==> src/oprc_defs.svh <==
// constants for the octal psram refresh and configuration block
`ifndef OPRC_DEFS_SVH
`define OPRC_DEFS_SVH
`define OPRC_CFG_OFS       12'h000
`define OPRC_STAT_OFS      12'h004
`define OPRC_CFG_HI_RST    14'h3FF0
`define OPRC_CODE_COOL     2'h1
`define OPRC_CODE_HOT      2'h2
`define OPRC_RSVD_MSB      15
`define OPRC_RSVD_LSB      8
`define OPRC_BURST_BIT     7
`define OPRC_CKTYPE_BIT    6
`define OPRC_SLEEP_BIT     5
`define OPRC_PAR_MSB       4
`define OPRC_PAR_LSB       2
`define OPRC_PAR_NONE      3'h4
`define OPRC_CLK_NS        50
`define OPRC_INT_COOL_NS   4000
`define OPRC_INT_HOT_NS    1000
`define OPRC_INT_COOL_CYC  (`OPRC_INT_COOL_NS / `OPRC_CLK_NS)
`define OPRC_INT_HOT_CYC   (`OPRC_INT_HOT_NS / `OPRC_CLK_NS)
`define OPRC_REF_CYC       3'h4
`define OPRC_CA_LAST       2'h3
`define OPRC_LAT_EDGES     4'h6
`define OPRC_CMD_READ_BIT  7
`define OPRC_CMD_ZLAT_BIT  6
`define OPRC_ADDR_W        6
`define OPRC_MEM_DEPTH     64
`endif

==> src/oprc_pkg.sv <==
// types shared by the octal psram refresh and configuration block
package oprc_pkg;
  typedef enum logic [5:0] {
    LK_IDLE = 6'h01,
    LK_CA   = 6'h02,
    LK_LAT  = 6'h04,
    LK_RD   = 6'h08,
    LK_WR   = 6'h10,
    LK_WZ   = 6'h20
  } oprc_link_t;
endpackage : oprc_pkg

==> src/oprc_mem_if.sv <==
// port bundle between the link logic and the byte store
`timescale 1ns/1ps
`include "oprc_defs.svh"
interface oprc_mem_if;
  logic                      we;
  logic [`OPRC_ADDR_W-1:0]   addr;
  logic [7:0]                wdata;
  logic [7:0]                rdata;
  modport ctrl (output we, output addr, output wdata, input rdata);
  modport store (input we, input addr, input wdata, output rdata);
endinterface : oprc_mem_if

==> src/oprc_store.sv <==
// small byte array with registered read data
`timescale 1ns/1ps
`include "oprc_defs.svh"
module oprc_store (
  input wire logic  mclk,
  oprc_mem_if.store mem
);
  logic [7:0] arrayQ [0:`OPRC_MEM_DEPTH-1];
  logic [7:0] rdataQ;

  // no reset on the array: contents are not defined after reset anyway
  always_ff @(posedge mclk) begin
    if (mem.we) begin
      arrayQ[mem.addr] <= mem.wdata;
    end
    rdataQ <= arrayQ[mem.addr];
  end

  assign mem.rdata = rdataQ;
endmodule : oprc_store

==> src/oprc_top.sv <==
// configuration, self-refresh and pin-state logic of the octal psram device
// Operation
// - reserved upper config byte resets to all ones
// - bit 7 selects burst: one linear (reset), zero wrapped
// - bit 6 selects clock: one single ended (reset), zero differential
// - single ended mode ignores the complement clock input completely
// - bit 5 set enters retention sleep; zero normal, reset value
// - falling select in sleep wakes device and clears bit 5
// - reset also ends sleep; refresh stops during reset
// - bits 4..2 choose refreshed region, full array at reset
// - self-refresh touches only rows in the chosen region
// - bits 1..0 read-only interval code: 01 is 4 us, 10 is 1 us
// - refreshes spread evenly, start only between host accesses
// - refresh pending at access start drives strobe high in address phase
// - read latency: data bus released, strobe driven low
// - write latency: neither data bus nor strobe driven
// - zero-latency write: device holds strobe low, host leaves it
//
// Design decisions made here: the placing of the registers and the APB register port.
`timescale 1ns/1ps
`include "oprc_defs.svh"
module oprc_top (
  input  wire logic        mclk,
  input  wire logic        rst_b,
  input  wire logic        psel,
  input  wire logic        penable,
  input  wire logic        pwrite,
  input  wire logic [11:0] paddr,
  input  wire logic [31:0] pwdata,
  output logic      [31:0] prdata,
  output logic             pready,
  output logic             pslverr,
  input  wire logic        selectB,
  input  wire logic        linkClk,
  input  wire logic        clockComplement,
  input  wire logic [7:0]  dqIn,
  output logic      [7:0]  dqOut,
  output logic             dqOe,
  input  wire logic        readWriteStrobeIn,
  output logic             readWriteStrobeOut,
  output logic             readWriteStrobeOe,
  input  wire logic        hotTemp,
  output logic             sleepState
);

  //////////////////////////////////////////////////////////////////////////////
  // functions

  // wrapped bursts stay inside an aligned 16 byte group
  function automatic logic [`OPRC_ADDR_W-1:0] nextAddr(
    input logic [`OPRC_ADDR_W-1:0] a,
    input logic                    linear
  );
    logic [3:0] low;
    low = a[3:0] + 4'h1;
    nextAddr = linear ? a + 6'h01 : {a[5:4], low};
  endfunction : nextAddr

  // map the refresh pointer onto the selected region of eight rows
  function automatic logic [2:0] regionRow(
    input logic [2:0] par,
    input logic [2:0] ptr
  );
    unique case (par)
      3'h0:    regionRow = ptr;
      3'h1:    regionRow = {1'b0, ptr[1:0]};
      3'h2:    regionRow = {2'b00, ptr[0]};
      3'h3:    regionRow = 3'h0;
      3'h5:    regionRow = {1'b1, ptr[1:0]};
      3'h6:    regionRow = {2'b11, ptr[0]};
      default: regionRow = 3'h0;
    endcase
  endfunction : regionRow

  //////////////////////////////////////////////////////////////////////////////
  // pin synchronisers

  localparam int SW = 13;
  logic [SW-1:0] syncA_q;
  logic [SW-1:0] syncB_q;

  always_ff @(posedge mclk or negedge rst_b) begin
    if (!rst_b) begin
      syncA_q <= 13'h0001;
      syncB_q <= 13'h0001;
    end else begin
      syncA_q <= {hotTemp, readWriteStrobeIn, dqIn, clockComplement, linkClk, selectB};
      syncB_q <= syncA_q;
    end
  end

  wire       csLow     = ~syncB_q[0];
  wire       ckS       = syncB_q[1];
  wire       ckbS      = syncB_q[2];
  wire [7:0] dqS       = syncB_q[10:3];
  wire       strobeS   = syncB_q[11];
  wire       hotS      = syncB_q[12];

  //////////////////////////////////////////////////////////////////////////////
  // configuration register and apb slave

  logic [13:0] cfgHi_q;
  logic [13:0] cfgHi_d;
  logic [1:0]  code_q;
  logic        pready_q;
  logic        pslverr_q;
  logic [31:0] prdata_q;
  logic [31:0] status;

  wire [15:0] cfgWord   = {cfgHi_q, code_q};
  wire        burstLin  = cfgWord[`OPRC_BURST_BIT];
  wire        ckSingle  = cfgWord[`OPRC_CKTYPE_BIT];
  wire        sleeping  = cfgWord[`OPRC_SLEEP_BIT];
  wire [2:0]  par       = cfgWord[`OPRC_PAR_MSB:`OPRC_PAR_LSB];
  wire        accessCyc = psel & penable & ~pready_q;
  wire        doneCyc   = psel & penable & pready_q;
  wire        hitCfg    = paddr == `OPRC_CFG_OFS;
  wire        hitStat   = paddr == `OPRC_STAT_OFS;
  wire        cfgWrite  = doneCyc & pwrite & hitCfg;
  wire [31:0] readMux   = hitCfg ? {16'h0000, cfgWord} : hitStat ? status : 32'h0000_0000;
  logic       wakeEvt;

  // software write beats the self-clear of the sleep bit in the same cycle
  always_comb begin
    cfgHi_d = cfgHi_q;
    if (wakeEvt) begin
      cfgHi_d[`OPRC_SLEEP_BIT-2] = 1'b0;
    end
    if (cfgWrite) begin
      cfgHi_d = pwdata[15:2];
    end
  end

  always_ff @(posedge mclk or negedge rst_b) begin
    if (!rst_b) begin
      cfgHi_q   <= `OPRC_CFG_HI_RST;
      code_q    <= `OPRC_CODE_COOL;
      pready_q  <= 1'b0;
      pslverr_q <= 1'b0;
      prdata_q  <= 32'h0000_0000;
    end else begin
      cfgHi_q   <= cfgHi_d;
      code_q    <= hotS ? `OPRC_CODE_HOT : `OPRC_CODE_COOL;
      pready_q  <= accessCyc;
      if (accessCyc) begin
        prdata_q  <= pwrite ? 32'h0000_0000 : readMux;
        pslverr_q <= ~(hitCfg | hitStat);
      end
    end
  end

  //////////////////////////////////////////////////////////////////////////////
  // link clock recovery

  logic levelPrev_q;
  logic csPrev_q;

  // the complement input only matters in differential mode
  wire level    = ckSingle ? ckS : (ckS & ~ckbS);
  wire linkEdge = csLow & (level ^ levelPrev_q);
  wire csFall   = csLow & ~csPrev_q;

  always_ff @(posedge mclk or negedge rst_b) begin
    if (!rst_b) begin
      levelPrev_q <= 1'b0;
      csPrev_q    <= 1'b0;
    end else begin
      levelPrev_q <= level;
      csPrev_q    <= csLow;
    end
  end

  assign wakeEvt = csFall & sleeping;

  //////////////////////////////////////////////////////////////////////////////
  // self refresh

  logic [6:0] intCnt_q;
  logic       refPend_q;
  logic       refBusy_q;
  logic [2:0] refCnt_q;
  logic [2:0] refPtr_q;
  logic [2:0] refRow_q;
  oprc_pkg::oprc_link_t state_q;
  oprc_pkg::oprc_link_t state_d;

  // the interval follows the temperature code so rows are spread evenly
  wire [6:0] intLast  = (code_q == `OPRC_CODE_HOT) ?
                        7'(`OPRC_INT_HOT_CYC - 1) : 7'(`OPRC_INT_COOL_CYC - 1);
  wire       intTick  = intCnt_q >= intLast;
  wire       refStart = refPend_q & ~refBusy_q & (state_q == oprc_pkg::LK_IDLE) & ~csLow;
  wire       refDone  = refBusy_q & (refCnt_q == 3'h1);

  always_ff @(posedge mclk or negedge rst_b) begin
    if (!rst_b) begin
      intCnt_q  <= 7'h00;
      refPend_q <= 1'b0;
      refBusy_q <= 1'b0;
      refCnt_q  <= 3'h0;
      refPtr_q  <= 3'h0;
      refRow_q  <= 3'h0;
    end else begin
      intCnt_q <= intTick ? 7'h00 : intCnt_q + 7'h01;
      if (intTick && par != `OPRC_PAR_NONE) begin
        refPend_q <= 1'b1;
      end else if (refStart) begin
        refPend_q <= 1'b0;
      end
      if (refStart) begin
        refBusy_q <= 1'b1;
        refCnt_q  <= `OPRC_REF_CYC;
        refRow_q  <= regionRow(par, refPtr_q);
      end else if (refDone) begin
        refBusy_q <= 1'b0;
        refPtr_q  <= refPtr_q + 3'h1;
      end else if (refBusy_q) begin
        refCnt_q <= refCnt_q - 3'h1;
      end
    end
  end

  assign status = {19'h00000, refRow_q, refBusy_q, refPend_q, sleeping,
                   ~csLow, state_q};

  //////////////////////////////////////////////////////////////////////////////
  // link state machine

  oprc_mem_if memBus ();

  logic [1:0]              caCnt_q;
  logic [7:0]              cmd_q;
  logic                    extraLat_q;
  logic [3:0]              latCnt_q;
  logic [`OPRC_ADDR_W-1:0] addr_q;
  logic [7:0]              dqOut_q;
  logic                    dqOe_q;
  logic                    strobeOut_q;
  logic                    strobeOe_q;
  logic                    sleepState_q;

  wire caLastEdge = linkEdge & (caCnt_q == `OPRC_CA_LAST);
  wire isRead     = cmd_q[`OPRC_CMD_READ_BIT];
  wire latDone    = linkEdge & (latCnt_q == 4'h1);
  wire wrEdge     = linkEdge & ((state_q == oprc_pkg::LK_WR) | (state_q == oprc_pkg::LK_WZ));
  // address phase strobe follows the latched flag so it always matches the latency count
  wire caStrobe   = (state_q == oprc_pkg::LK_IDLE) ? (refPend_q | refBusy_q) : extraLat_q;

  always_comb begin
    state_d = state_q;
    unique case (state_q)
      oprc_pkg::LK_IDLE: if (csFall && !sleeping) state_d = oprc_pkg::LK_CA;
      oprc_pkg::LK_CA: begin
        if (caLastEdge) begin
          if (isRead) begin
            state_d = oprc_pkg::LK_LAT;
          end else if (cmd_q[`OPRC_CMD_ZLAT_BIT]) begin
            state_d = oprc_pkg::LK_WZ;
          end else begin
            state_d = oprc_pkg::LK_LAT;
          end
        end
      end
      oprc_pkg::LK_LAT: if (latDone) state_d = isRead ? oprc_pkg::LK_RD : oprc_pkg::LK_WR;
      oprc_pkg::LK_RD: state_d = oprc_pkg::LK_RD;
      oprc_pkg::LK_WR: state_d = oprc_pkg::LK_WR;
      oprc_pkg::LK_WZ: state_d = oprc_pkg::LK_WZ;
      default: state_d = oprc_pkg::LK_IDLE;
    endcase
    if (!csLow) begin
      state_d = oprc_pkg::LK_IDLE;
    end
  end

  // pin drive per state; idle covers select high and sleep
  wire       dqOe_d     = (state_d == oprc_pkg::LK_RD);
  wire       strobeOe_d = (state_d == oprc_pkg::LK_CA) |
                          (state_d == oprc_pkg::LK_RD) |
                          (state_d == oprc_pkg::LK_WZ) |
                          ((state_d == oprc_pkg::LK_LAT) & isRead);

  always_ff @(posedge mclk or negedge rst_b) begin
    if (!rst_b) begin
      state_q    <= oprc_pkg::LK_IDLE;
      caCnt_q    <= 2'h0;
      cmd_q      <= 8'h00;
      extraLat_q <= 1'b0;
      latCnt_q   <= 4'h0;
      addr_q     <= 6'h00;
    end else begin
      state_q <= state_d;
      if (state_q == oprc_pkg::LK_IDLE) begin
        caCnt_q    <= 2'h0;
        extraLat_q <= refPend_q | refBusy_q;
      end else if (state_q == oprc_pkg::LK_CA && linkEdge) begin
        caCnt_q <= caCnt_q + 2'h1;
        if (caCnt_q == 2'h0) begin
          cmd_q <= dqS;
        end
        if (caLastEdge) begin
          addr_q   <= dqS[`OPRC_ADDR_W-1:0];
          latCnt_q <= extraLat_q ? 4'(`OPRC_LAT_EDGES << 1) : `OPRC_LAT_EDGES;
        end
      end else if (state_q == oprc_pkg::LK_LAT && linkEdge) begin
        latCnt_q <= latCnt_q - 4'h1;
      end
      if ((state_q == oprc_pkg::LK_RD && linkEdge) || wrEdge) begin
        addr_q <= nextAddr(addr_q, burstLin);
      end
    end
  end

  // read bytes come from the store one cycle after the address settles,
  // well inside the gap between two link edges
  always_ff @(posedge mclk or negedge rst_b) begin
    if (!rst_b) begin
      dqOut_q      <= 8'h00;
      dqOe_q       <= 1'b0;
      strobeOut_q  <= 1'b0;
      strobeOe_q   <= 1'b0;
      sleepState_q <= 1'b0;
    end else begin
      dqOe_q       <= dqOe_d;
      strobeOe_q   <= strobeOe_d;
      sleepState_q <= sleeping & ~wakeEvt;
      if (state_d == oprc_pkg::LK_CA) begin
        strobeOut_q <= caStrobe;
      end else if (state_q == oprc_pkg::LK_RD && linkEdge) begin
        strobeOut_q <= ~strobeOut_q;
        dqOut_q     <= memBus.rdata;
      end else if (state_d != oprc_pkg::LK_RD) begin
        strobeOut_q <= 1'b0;
      end
    end
  end

  // strobe high masks the byte in writes that had a latency
  assign memBus.we    = wrEdge & ~((state_q == oprc_pkg::LK_WR) & strobeS);
  assign memBus.addr  = addr_q;
  assign memBus.wdata = dqS;

  oprc_store u_store (
    .mclk (mclk),
    .mem  (memBus.store)
  );

  //////////////////////////////////////////////////////////////////////////////
  // outputs

  assign prdata             = prdata_q;
  assign pready             = pready_q;
  assign pslverr            = pslverr_q;
  assign dqOut              = dqOut_q;
  assign dqOe               = dqOe_q;
  assign readWriteStrobeOut = strobeOut_q;
  assign readWriteStrobeOe  = strobeOe_q;
  assign sleepState         = sleepState_q;

endmodule : oprc_top

==> config.mk <==
export PLATFORM = sky130hd
export DESIGN_NAME = oprc_top
export DESIGN_NICKNAME = d
export VERILOG_FILES = /design/src/oprc_pkg.sv /design/src/oprc_mem_if.sv /design/src/oprc_store.sv /design/src/oprc_top.sv
export VERILOG_INCLUDE_DIRS = /design/src
export SDC_FILE = /design/constraint.sdc
export NUM_CORES = 1
export LEC_CHECK = 0
export ABC_AREA = 1
export BUFFER_PORTS_ARGS = -buffer_cell sky130_fd_sc_hd__buf_2
export CORE_MARGIN = 3
export CORE_UTILIZATION = 40
export DETAILED_ROUTE_END_ITERATION = 7
export SKIP_LAST_GASP = 1
export SLEW_MARGIN = 15
export SYNTH_ARGS = -nofsm -noshare
export SYNTH_HDL_FRONTEND = slang
export SYNTH_SLANG_ARGS = --single-unit
export TNS_END_PERCENT = 1
==> constraint.sdc <==
create_clock -name mclk -period 3.28 [get_ports mclk]
set_input_delay 0.328 -clock mclk [delete_from_list [all_inputs] [get_ports mclk]]
set_output_delay 0.328 -clock mclk [all_outputs]
set_load 0.02 [all_outputs]
# Word level (Yosys, flattened, before mapping)
# Memory sizes are Yosys's and may differ from the RTL's. A register that Yosys moved wholly into a read port is not among the register bits.
# Index checks and enable logic that the tools add are counted.
# op_classes
add_sub_neg,7
order_cmp,1
eq_ne,25
mux,42
bitwise_logic,39
reduce_logical,26
# ops
operator,n
two-way mux 6 bit,11
case mux 6 bit (6 select lines),1
two-way mux 16 bit,2
AND 1 bit,20
two-way mux 4 bit,5
nonzero test 2 bit,8
case mux 3 bit (5 select lines),1
two-way mux 7 bit,2
two-way mux 13 bit,1
equality test 12 x 3 -> 1 bit (second input constant),1
equality test 6 x 2 -> 1 bit (second input constant),2
equality test 6 x 3 -> 1 bit (second input constant),2
equality test 6 x 4 -> 1 bit (second input constant),2
equality test 6 bit (second input constant),2
zero test 12 bit,1
two-way mux 1 bit,12
inverter 1 bit,12
two-way mux 3 bit,3
AND reduction 3 bit,3
adder 7 x 1 -> 7 bit (second input constant),1
greater-or-equal comparator 7 bit,1
adder 6 x 1 -> 6 bit (second input constant),1
equality test 3 x 1 -> 1 bit (second input constant),2
equality test 3 bit (second input constant),2
26 further kinds,42
# totals
register_bits,135
mem_bits_rw,512
output_inout_bits,46
wordCells,169
mem_count,1
# mem_list
memory,words,word_bits,rd,rd_ports_with_merged_regs,write_ports,line,text
u_store.arrayQ,64,8,1,1,1,oprc_store.sv:8,logic [7:0] arrayQ [0:`OPRC_MEM_DEPTH-1];

# Depth between registers and ports, before layout
# Gate-level depths: netlist of run 1.
# logic_depth
word_depth,13
mapped_depth,14
depth_no_buf,13

# Cells and area by module
# Synthesis of run 1 repeated with hierarchy kept, for this count alone.
# hier_totals
hier_cells,2715
hier_area_um2,27114.8
# modules_own_cells
mod,n_inst,cells_each,area_per_inst_um2
oprc_store,1,2167,22044.9
oprc_top,1,548,5069.9

# Least setup slack after synthesis of run 1
# No wires, ideal clock.
# synth_path
kind,register -> register
from,register cfgHi_q[4]
to,memory u_store.arrayQ[0][0] (enable)
setup_time_ps,370
arrival_time_ps,1933
path_slack_ps,977
stages_incl_launch_ff,11
synth_period_minus_slack_ps,2303
path_cell_list,dfstp_2 > inv_1 > nand2_1 > nand2_1 > nand2_1 > inv_1 > nor2_4 > nand2_1 > a21oi_2 > nand2_1 > nor2_1
# synth_between
elab_chain_cells,7
# synth_lines
element,line,text
start: declaration,oprc_top.sv:102,logic [13:0] cfgHi_q;
start signal: assignment,oprc_top.sv:136,cfgHi_q <= `OPRC_CFG_HI_RST;
start signal: assignment,oprc_top.sv:142,cfgHi_q <= cfgHi_d;
two-way mux 1 bit,oprc_top.sv:159,wire level = ckSingle ? ckS : (ckS & ~ckbS);
bitwise XOR 1 bit,oprc_top.sv:160,wire linkEdge = csLow & (level ^ levelPrev_q);
AND 1 bit,oprc_top.sv:160,
AND 1 bit,oprc_top.sv:244,wire wrEdge = linkEdge & ((state_q == oprc_pkg::LK_WR) | (state_q == oprc_pkg::LK_WZ));
AND 1 bit,oprc_top.sv:337,assign memBus.we = wrEdge & ~((state_q == oprc_pkg::LK_WR) & strobeS);
two-way mux 1 bit,oprc_store.sv:13,if (mem.we) begin
two-way mux 1 bit (not written as such),oprc_store.sv:14,arrayQ[mem.addr] <= mem.wdata;
end: declaration,oprc_store.sv:8,
# No other way between the ends.

# Worst setup path in the final report of run 1
# layout_path
from,register cfgHi_q[4]
to,memory u_store.arrayQ[22][2] (enable)
# The elaborated chain is that of the path after synthesis.

==> results.tsv, run 1 <==
stage	metric	value	unit
setup_path	path_class	reg2reg	
power_and_ir_drop	finalPower	16.8	mW
timing	finalCriticalPeriod	2.86	ns
die	core_area	61900	µm²
power_and_ir_drop	clkPwrFrac	43.0	%
timing	rsz0062_at_grt	false	
global_route	grt_overflow	0	
clocking	cts_tree	built	
setup_path	critical_path.top_delay_family	simple AND/OR/NAND/NOR gates	
power_and_ir_drop	p_int	13.3	mW
finish	final_common_cell	nand2_1	
timing	finalSetupViolCount	0	
finish	nets	2453	
die	io-pin-count	108	
die	rows	91	
setup_path	slowest_stage	dfstp_2	
die	die_area	66000	µm²
synth	ys_types	48	
setup_path	cp_common_cell	nand2_1	
power_and_ir_drop	combPwrFrac	3.7	%
timing	max_freq	0.350	GHz
clocking	cts.sink_count	633	
setup_path	slowest_delay	0.53	ns
finish	final_util	48.0	%
power_and_ir_drop	p_sw_share	21.3	%
synth	synthCells	2141	
route	vias_per_cell	5.11	
timing	finalHoldViolCount	0	
run	maxCapViolCount	0	
route	drt-total-wl	64200	µm
power_and_ir_drop	vdd_drop_max	0.334	mV
synth	yosys_register_bits	633	
timing	fin_crit_sh	87.1	%
route	first_pass_iters	5	
power_and_ir_drop	switching_power	3.59	mW
synth	ys_warn_count	0	
clocking	cts_hold_buf	30	
clocking	cts_resized	0	
global_route	grt_antenna_before_repair	0	
die	initial_core_util	40.6	%
finish	n_antenna_cell	0	
power_and_ir_drop	pwr-share-seq	53.3	%
setup_path	arrival	3.15	ns
timing	setup_tns	0	ns
clocking	cts.clk_slew.worst_paths	0.06	ns
timing	tightest_slew	1.16	ns
setup_path	worstPathCellList	inv_1 > nand2_1 > nand2_1 > nand2_1 > inv_1 > nor2_4 > nand2_1 > a21oi_2 > nand2_1 > buf_4 > nor2_1 > buf_4	
finish	drive_above_1_share	15.3	%
timing	slew_viol_final	0	
clocking	numCtsBuffers	67	
setup_path	cp_max_fo	8	
route	initialDrtViolationCount	1437	
finish	syn_to_final_growth	18.0	%
route	routedWlPerCell	19.7	µm
placement	placed_cell_area	27300	µm²
finish	final_cell_mix	770 x nand2_1, 512 x edfxtp_1, 139 x nor2_1	
placement	port-buffer-count	73	
synth	netlist_area	25200	µm²
placement	hpwl	41000	µm
die	die_h	257	µm
setup_path	worstSetupStartpointType	flop	
power_and_ir_drop	p_leak	11.5	nW
power_and_ir_drop	power_density	567	nW/µm²
route	drcViolationCount	0	
clocking	cts_setup_buffers	0	
placement	globalplace.congestion	0.893	
die	chipWidth	257	µm
status	status	finished clean	
setup_path	worstPathBufferInverterCount	4	
global_route	track_usage	19.5	%
synth	ys_seq_area_share	73.0	%
timing	clock_skew	0.0285	ns
timing	relSlewSlack	22.7	%
worst_hold_path	holdCritPathClass	in2reg	
clocking	htree_num_levels	3	
clocking	clk_latency	0.61	ns
clocking	clockRootBuffer	clkbuf_16	
global_route	grt_pass1_vias	16800	
synth	synth_area_per_cell	11.8	µm²
setup_path	required	3.57	ns
route	vias	16700	
setup_path	end_kind	flop	
finish	final_area	29700	µm²
global_route	grt_pass1_wl	98500	µm
global_route	grt_max_degree	66	
clocking	clockBufferDepth	3	
route	final_antenna_net_count	0	
==> routing by layer <==
metal  routed length [µm]  global-route usage (%)  vias to the layer above
met4                 2100                    6.98                        0
met1                26700                    25.6                     8240
met3                 4520                    4.11                      132
met5                    0                       0                        -
li1                     -                       -                     7758
met2                30800                    32.3                      563
==> flip-flops by register name, summed over array words and instances, names as in the netlist, 4 cells and up <==
signal	flops
syncB_q	13
prdata	16
u_store.mem.rdata	8
dqOut	8
latCnt_q	4
state_q	6
u_store.arrayQ	512
cfgHi_q	14
syncA_q	13
addr_q	6
intCnt_q	7
==> power groups by stage <==
stage / logic (mW) / clock network (mW) / registers (mW)
floorplan: 0.363 / 0 / 9.12
global placement: 0.570 / 0 / 9.12
detailed placement: 0.606 / 0 / 9.13
CTS: 0.635 / 7.39 / 8.97
global route: 0.718 / 7.71 / 8.98
finish: 0.623 / 7.25 / 8.97
==> worst min-delay path, cell delays in order <==
cell	delay [ns]
buf_2	0.09
nor2_1	0.12
nand2_1	0.10
nand2_1	0.04
==> cell type report <==
cell class	count	area [µm²]
inverter	118	443
clock inverter	33	299
sequential	633	18400
tap	837	1050
multi-input combinational	1318	5960
timing repair buffer	240	1770
fill	5543	32200
clock buffer	86	1790
==> cell usage after synthesis, drive strengths merged <==
library cell  count  area [µm²]
o31ai             1        7.51
o2bb2ai           7        61.3
nor3             14        75.1
edfxtp          512       15400
conb              1        3.75
o22ai             6        37.5
clkinv            1        3.75
nor2            144         561
o211ai            1        7.51
mux2              1        11.3
o221ai            1        8.76
inv             117         439
a22o              7        61.3
a21oi            68         348
a22oi            30         225
and3              1        6.26
a31o              1        8.76
dfstp            14         368
xnor2             3        26.3
nor3b             3        22.5
o21ai            88         493
dfxtp             8         160
nor4              2        33.8
nand2           771        2900
ha               13         163
nand3b           13        97.6
or3               1        6.26
clkbuf           25        93.8
xor2              5        43.8
nand3            59         300
buf              62         363
or2              11        68.8
nand4            51         319
dfrtp            99        2480
==> final timing paths <==
check	endpoint	slack, ns	cells past startpoint	startpoint
max	u_store.arrayQ[22][2]$_DFFE_PP_	0.42	12	cfgHi_q[4]$_DFFE_PN1P_
min	prdata[6]$_DFFE_PN0P_	0.14	4	pwrite
max reg2reg	u_store.arrayQ[22][2]$_DFFE_PP_	0.42	12	cfgHi_q[4]$_DFFE_PN1P_
min reg2reg	syncB_q[4]$_DFF_PN0_	0.35	0	syncA_q[4]$_DFF_PN0_
max in group asynchronous	cfgHi_q[13]$_DFFE_PN1P_	2.13	3	rst_b
min in group asynchronous	dqOut[6]$_DFFE_PN0P_	0.37	2	rst_b
==> cell families (layout without fill, tap and decap cells) <==
| kind of cell | Yosys count | after routing | share of synthesized area, % |
|---|---|---|---|
| xor+xnor | 8 | 8 | 0.278 |
| buf+inv | 205 | 477 | 3.57 |
| other cells | 1 | 16 | 0.0149 |
| mux | 1 | 1 | 0.0447 |
| simple gates | 1070 | 1070 | 17.4 |
| flops | 633 | 633 | 73.0 |
| fa+ha+maj | 13 | 13 | 0.646 |
| compound gates | 210 | 210 | 5.00 |
==> per-stage QoR <==
step                hold slack (ns)  setup WS (ns)  std cells
floorplan                    0.0324          0.977       2156
global placement              0.336          0.480       3116
detailed placement            0.335          0.449       3116
CTS                           0.112          0.430       3265
global route                  0.160          0.166       3265
finish                        0.139          0.423       3265
(Power assumes the default switching activity.)
==> run 2, diff against run 1 <==
Settings changed: ABC_AREA 1 to default.
==> results.tsv, run 2 <==
stage	metric	value	unit
setup_path	r2r_end	u_store.mem.rdata[3]$_DFF_P_	
setup_path	end_kind	flop	
synth	synth_edf_count	512	
status	status	finished clean	
placement	dpl.cell_count	2522	
route	vias	15000	
route	drt-total-wl	66300	µm
worst_hold_path	hold_path_end	prdata[15]$_DFFE_PN0P_	
global_route	grt_overflow	0	
placement	globalplace.congestion	0.890	
die	core_area	62100	µm²
run	maxCapViolCount	0	
timing	slew_viol_final	0	
synth	synth_most_common_cell	edfxtp_1	
clocking	cts_setup_buffers	0	
die	initial_core_util	40.7	%
setup_path	slowest_stage	dfrtp_4	
setup_path	arrival	3.32	ns
clocking	clockRootBuffer	clkbuf_16	
setup_path	worstPathBufferInverterCount	1	
die	rows	91	
placement	pre_cts_slack	0.370	ns
synth	yosysTopAreaCell	edfxtp_1	
route	final_antenna_net_count	0	
global_route	grt_max_degree	66	
placement	hpwl	41900	µm
worst_hold_path	holdCritPathClass	in2reg	
timing	finalHoldViolCount	0	
finish	multi_input_area	6260	µm²
setup_path	worstSetupStartpointType	flop	
die	die_h	257	µm
global_route	grt_pass1_vias	15000	
placement	placed_cell_area	27300	µm²
die	chipWidth	257	µm
die	io-pin-count	108	
finish	final_util	47.8	%
finish	top_register	u_store.arrayQ	
finish	instances_no_fill	2666	
placement	port-buffer-count	73	
timing	tightest_slew	1.03	ns
finish	n_antenna_cell	0	
global_route	grt_antenna_before_repair	1	
global_route	grt_pass1_wl	98400	µm
synth	synthCells	1559	
route	drcViolationCount	0	
setup_path	path_class	reg2reg	
timing	whs	0.147	ns
synth	yosys_most_used_dff	edfxtp_1	
setup_path	r2r-start	addr_q[0]$_DFFE_PN0P_	
power_and_ir_drop	clkPwrFrac	43.5	%
power_and_ir_drop	combPwrFrac	3.0	%
clocking	htree_num_levels	3	
synth	ys_types	77	
setup_path	worst_r2r_path_depth	7	
timing	rsz0062_at_grt	false	
timing	setup_ws	0.325	ns
finish	nets	1856	
synth	yosysTopAreaCellShare	60.9	%
synth	yosys_register_bits	633	
global_route	track_usage	19.9	%
setup_path	worstPathCellList	and2b_1 > buf_4 > a221oi_1 > nor2_1 > o21ai_0 > o211a_1 > nand4_1	
timing	finalSetupViolCount	0	
timing	setup_tns	0	ns
timing	max_freq	0.338	GHz
timing	fin_crit_sh	90.1	%
setup_path	critical_path.top_delay_family	simple AND/OR/NAND/NOR gates	
clocking	clockBufferDepth	3	
setup_path	cp_max_fo	30	
finish	final_common_cell	edfxtp_1	
route	routedWlPerCell	24.9	µm
finish	drive_above_1_share	25.1	%
timing	clock_skew	0.0213	ns
finish	final_area	29700	µm²
clocking	numCtsBuffers	66	
finish	syn_to_final_growth	17.5	%
synth	synth_area_per_cell	16.2	µm²
power_and_ir_drop	p_int	13.3	mW
clocking	clk_latency	0.59	ns
timing	finalCriticalPeriod	2.95	ns
setup_path	r2r_slack	0.33	ns
synth	synth-async-reset-ratio	17.9	%
clocking	cts_resized	0	
finish	final_cell_mix	512 x edfxtp_1, 135 x buf_4, 111 x nor2_1	
power_and_ir_drop	pwr-share-seq	53.5	%
finish	seqCellArea	18400	µm²
die	die_area	66200	µm²
power_and_ir_drop	vdd_drop_max	0.321	mV
route	first_pass_iters	7	
synth	ys_seq_area_share	72.8	%
clocking	cts.sink_count	633	
power_and_ir_drop	switching_power	3.49	mW
setup_path	slowest_delay	0.77	ns
synth	ys_warn_count	0	
synth	netlist_top_cells_area	edfxtp_1 61%, dfrtp_1 9.8%, mux4_2 3.1%	
synth	netlist_area	25300	µm²
power_and_ir_drop	p_sw_share	20.7	%
finish	nFillCells	5274	
power_and_ir_drop	p_leak	10.4	nW
finish	largest_reg_flops	512	
power_and_ir_drop	finalPower	16.8	mW
worst_hold_path	hold_start	pwrite	
timing	relSlewSlack	31.5	%
route	vias_per_cell	5.64	
worst_hold_path	hold_depth	3	
setup_path	required	3.65	ns
power_and_ir_drop	power_density	567	nW/µm²
synth	synth_common_cells	512 x edfxtp_1, 113 x nor2_1, 99 x dfrtp_1, 73 x nand2_1, 68 x mux2_2	
route	initialDrtViolationCount	1719	
clocking	cts.clk_slew.worst_paths	0.06	ns
clocking	cts_tree	built	
## run 2: changes by cell type after synthesis, moves of 27 or more
| cell | before | now |
|---|---|---|
| nor2_1 | 140 | 113 |
| inv_1 | 110 | 22 |
| nand4_1 | 51 | 8 |
| mux2_2 | 1 | 68 |
| a221oi_1 | 0 | 56 |
| mux2i_1 | 0 | 61 |
| nand2_1 | 770 | 73 |
| nand3_1 | 58 | 24 |
| mux4_2 | 0 | 35 |
## run 2: cell families (layout without fill, tap and decap cells)
kind of cell / Yosys count / after routing / share of synthesized area, %
compound gates: 313 / 313 / 9.17
xor+xnor: 9 / 9 / 0.312
fa+ha+maj: 13 / 13 / 0.644
buf+inv: 126 / 381 / 2.71
flops: 633 / 633 / 72.8
mux: 170 / 170 / 8.91
other cells: 1 / 16 / 0.0148
simple gates: 294 / 294 / 5.46
## run 2: repair_timing
action | CTS | global route
hold buffers | 28 | 0
setup endpoints to repair | 0 | 0
endpoints found under the hold margin | 75 | 0
## run 2: power by group through the flow
| stage | Sequential (mW) | Clock [mW] | Combinational, mW |
|---|---|---|---|
| final | 9.01 | 7.31 | 0.502 |
| after global routing | 9.02 | 7.79 | 0.574 |
| after CTS | 9.00 | 7.45 | 0.507 |
| after detailed placement | 9.17 | 0 | 0.476 |
| after global placement | 9.16 | 0 | 0.460 |
| after floorplan | 9.12 | 0 | 0.306 |
## run 2: final cells by class
cell class,count,area share (%)
timing repair buffer,242,6.05
inverter,23,0.291
sequential,633,62.0
clock buffer,85,6.02
clock inverter,31,1.00
multi-input combinational,815,21.1
tap,837,3.53
## run 2: worst max-delay path by stage
stage / startpoint / to / slack [ns] / cells past startpoint
2_1_floorplan: cfgHi_q[4]$_DFFE_PN1P_ / u_store.arrayQ[61][0]$_DFFE_PP_ / 0.73 / 7
5_1_grt: addr_q[0]$_DFFE_PN0P_ / u_store.mem.rdata[2]$_DFF_P_ / 0.22 / 7
4_1_cts: addr_q[1]$_DFFE_PN0P_ / u_store.mem.rdata[5]$_DFF_P_ / 0.36 / 7
3_3_place_gp: addr_q[1]$_DFFE_PN0P_ / u_store.mem.rdata[3]$_DFF_P_ / 0.40 / 6
6_report: addr_q[0]$_DFFE_PN0P_ / u_store.mem.rdata[3]$_DFF_P_ / 0.33 / 7
3_5_place_dp: addr_q[1]$_DFFE_PN0P_ / u_store.mem.rdata[5]$_DFF_P_ / 0.37 / 7
## run 2: worst reg2reg max path, cell delays in order (launching register included)
cell and delay (ns):
dfrtp_4 0.77, and2b_1 0.58, buf_4 0.30, a221oi_1 0.30
nor2_1 0.06, o21ai_0 0.26, o211a_1 0.21, nand4_1 0.26
## run 2: routing by layer
| metal | vias up | GRT usage, % | wire, µm |
|---|---|---|---|
| met3 | 133 | 3.95 | 5220 |
| li1 | 6557 | - | - |
| met1 | 7692 | 28.1 | 28400 |
| met5 | - | 0 | 0 |
| met2 | 662 | 30.3 | 30200 |
| met4 | 0 | 7.84 | 2390 |
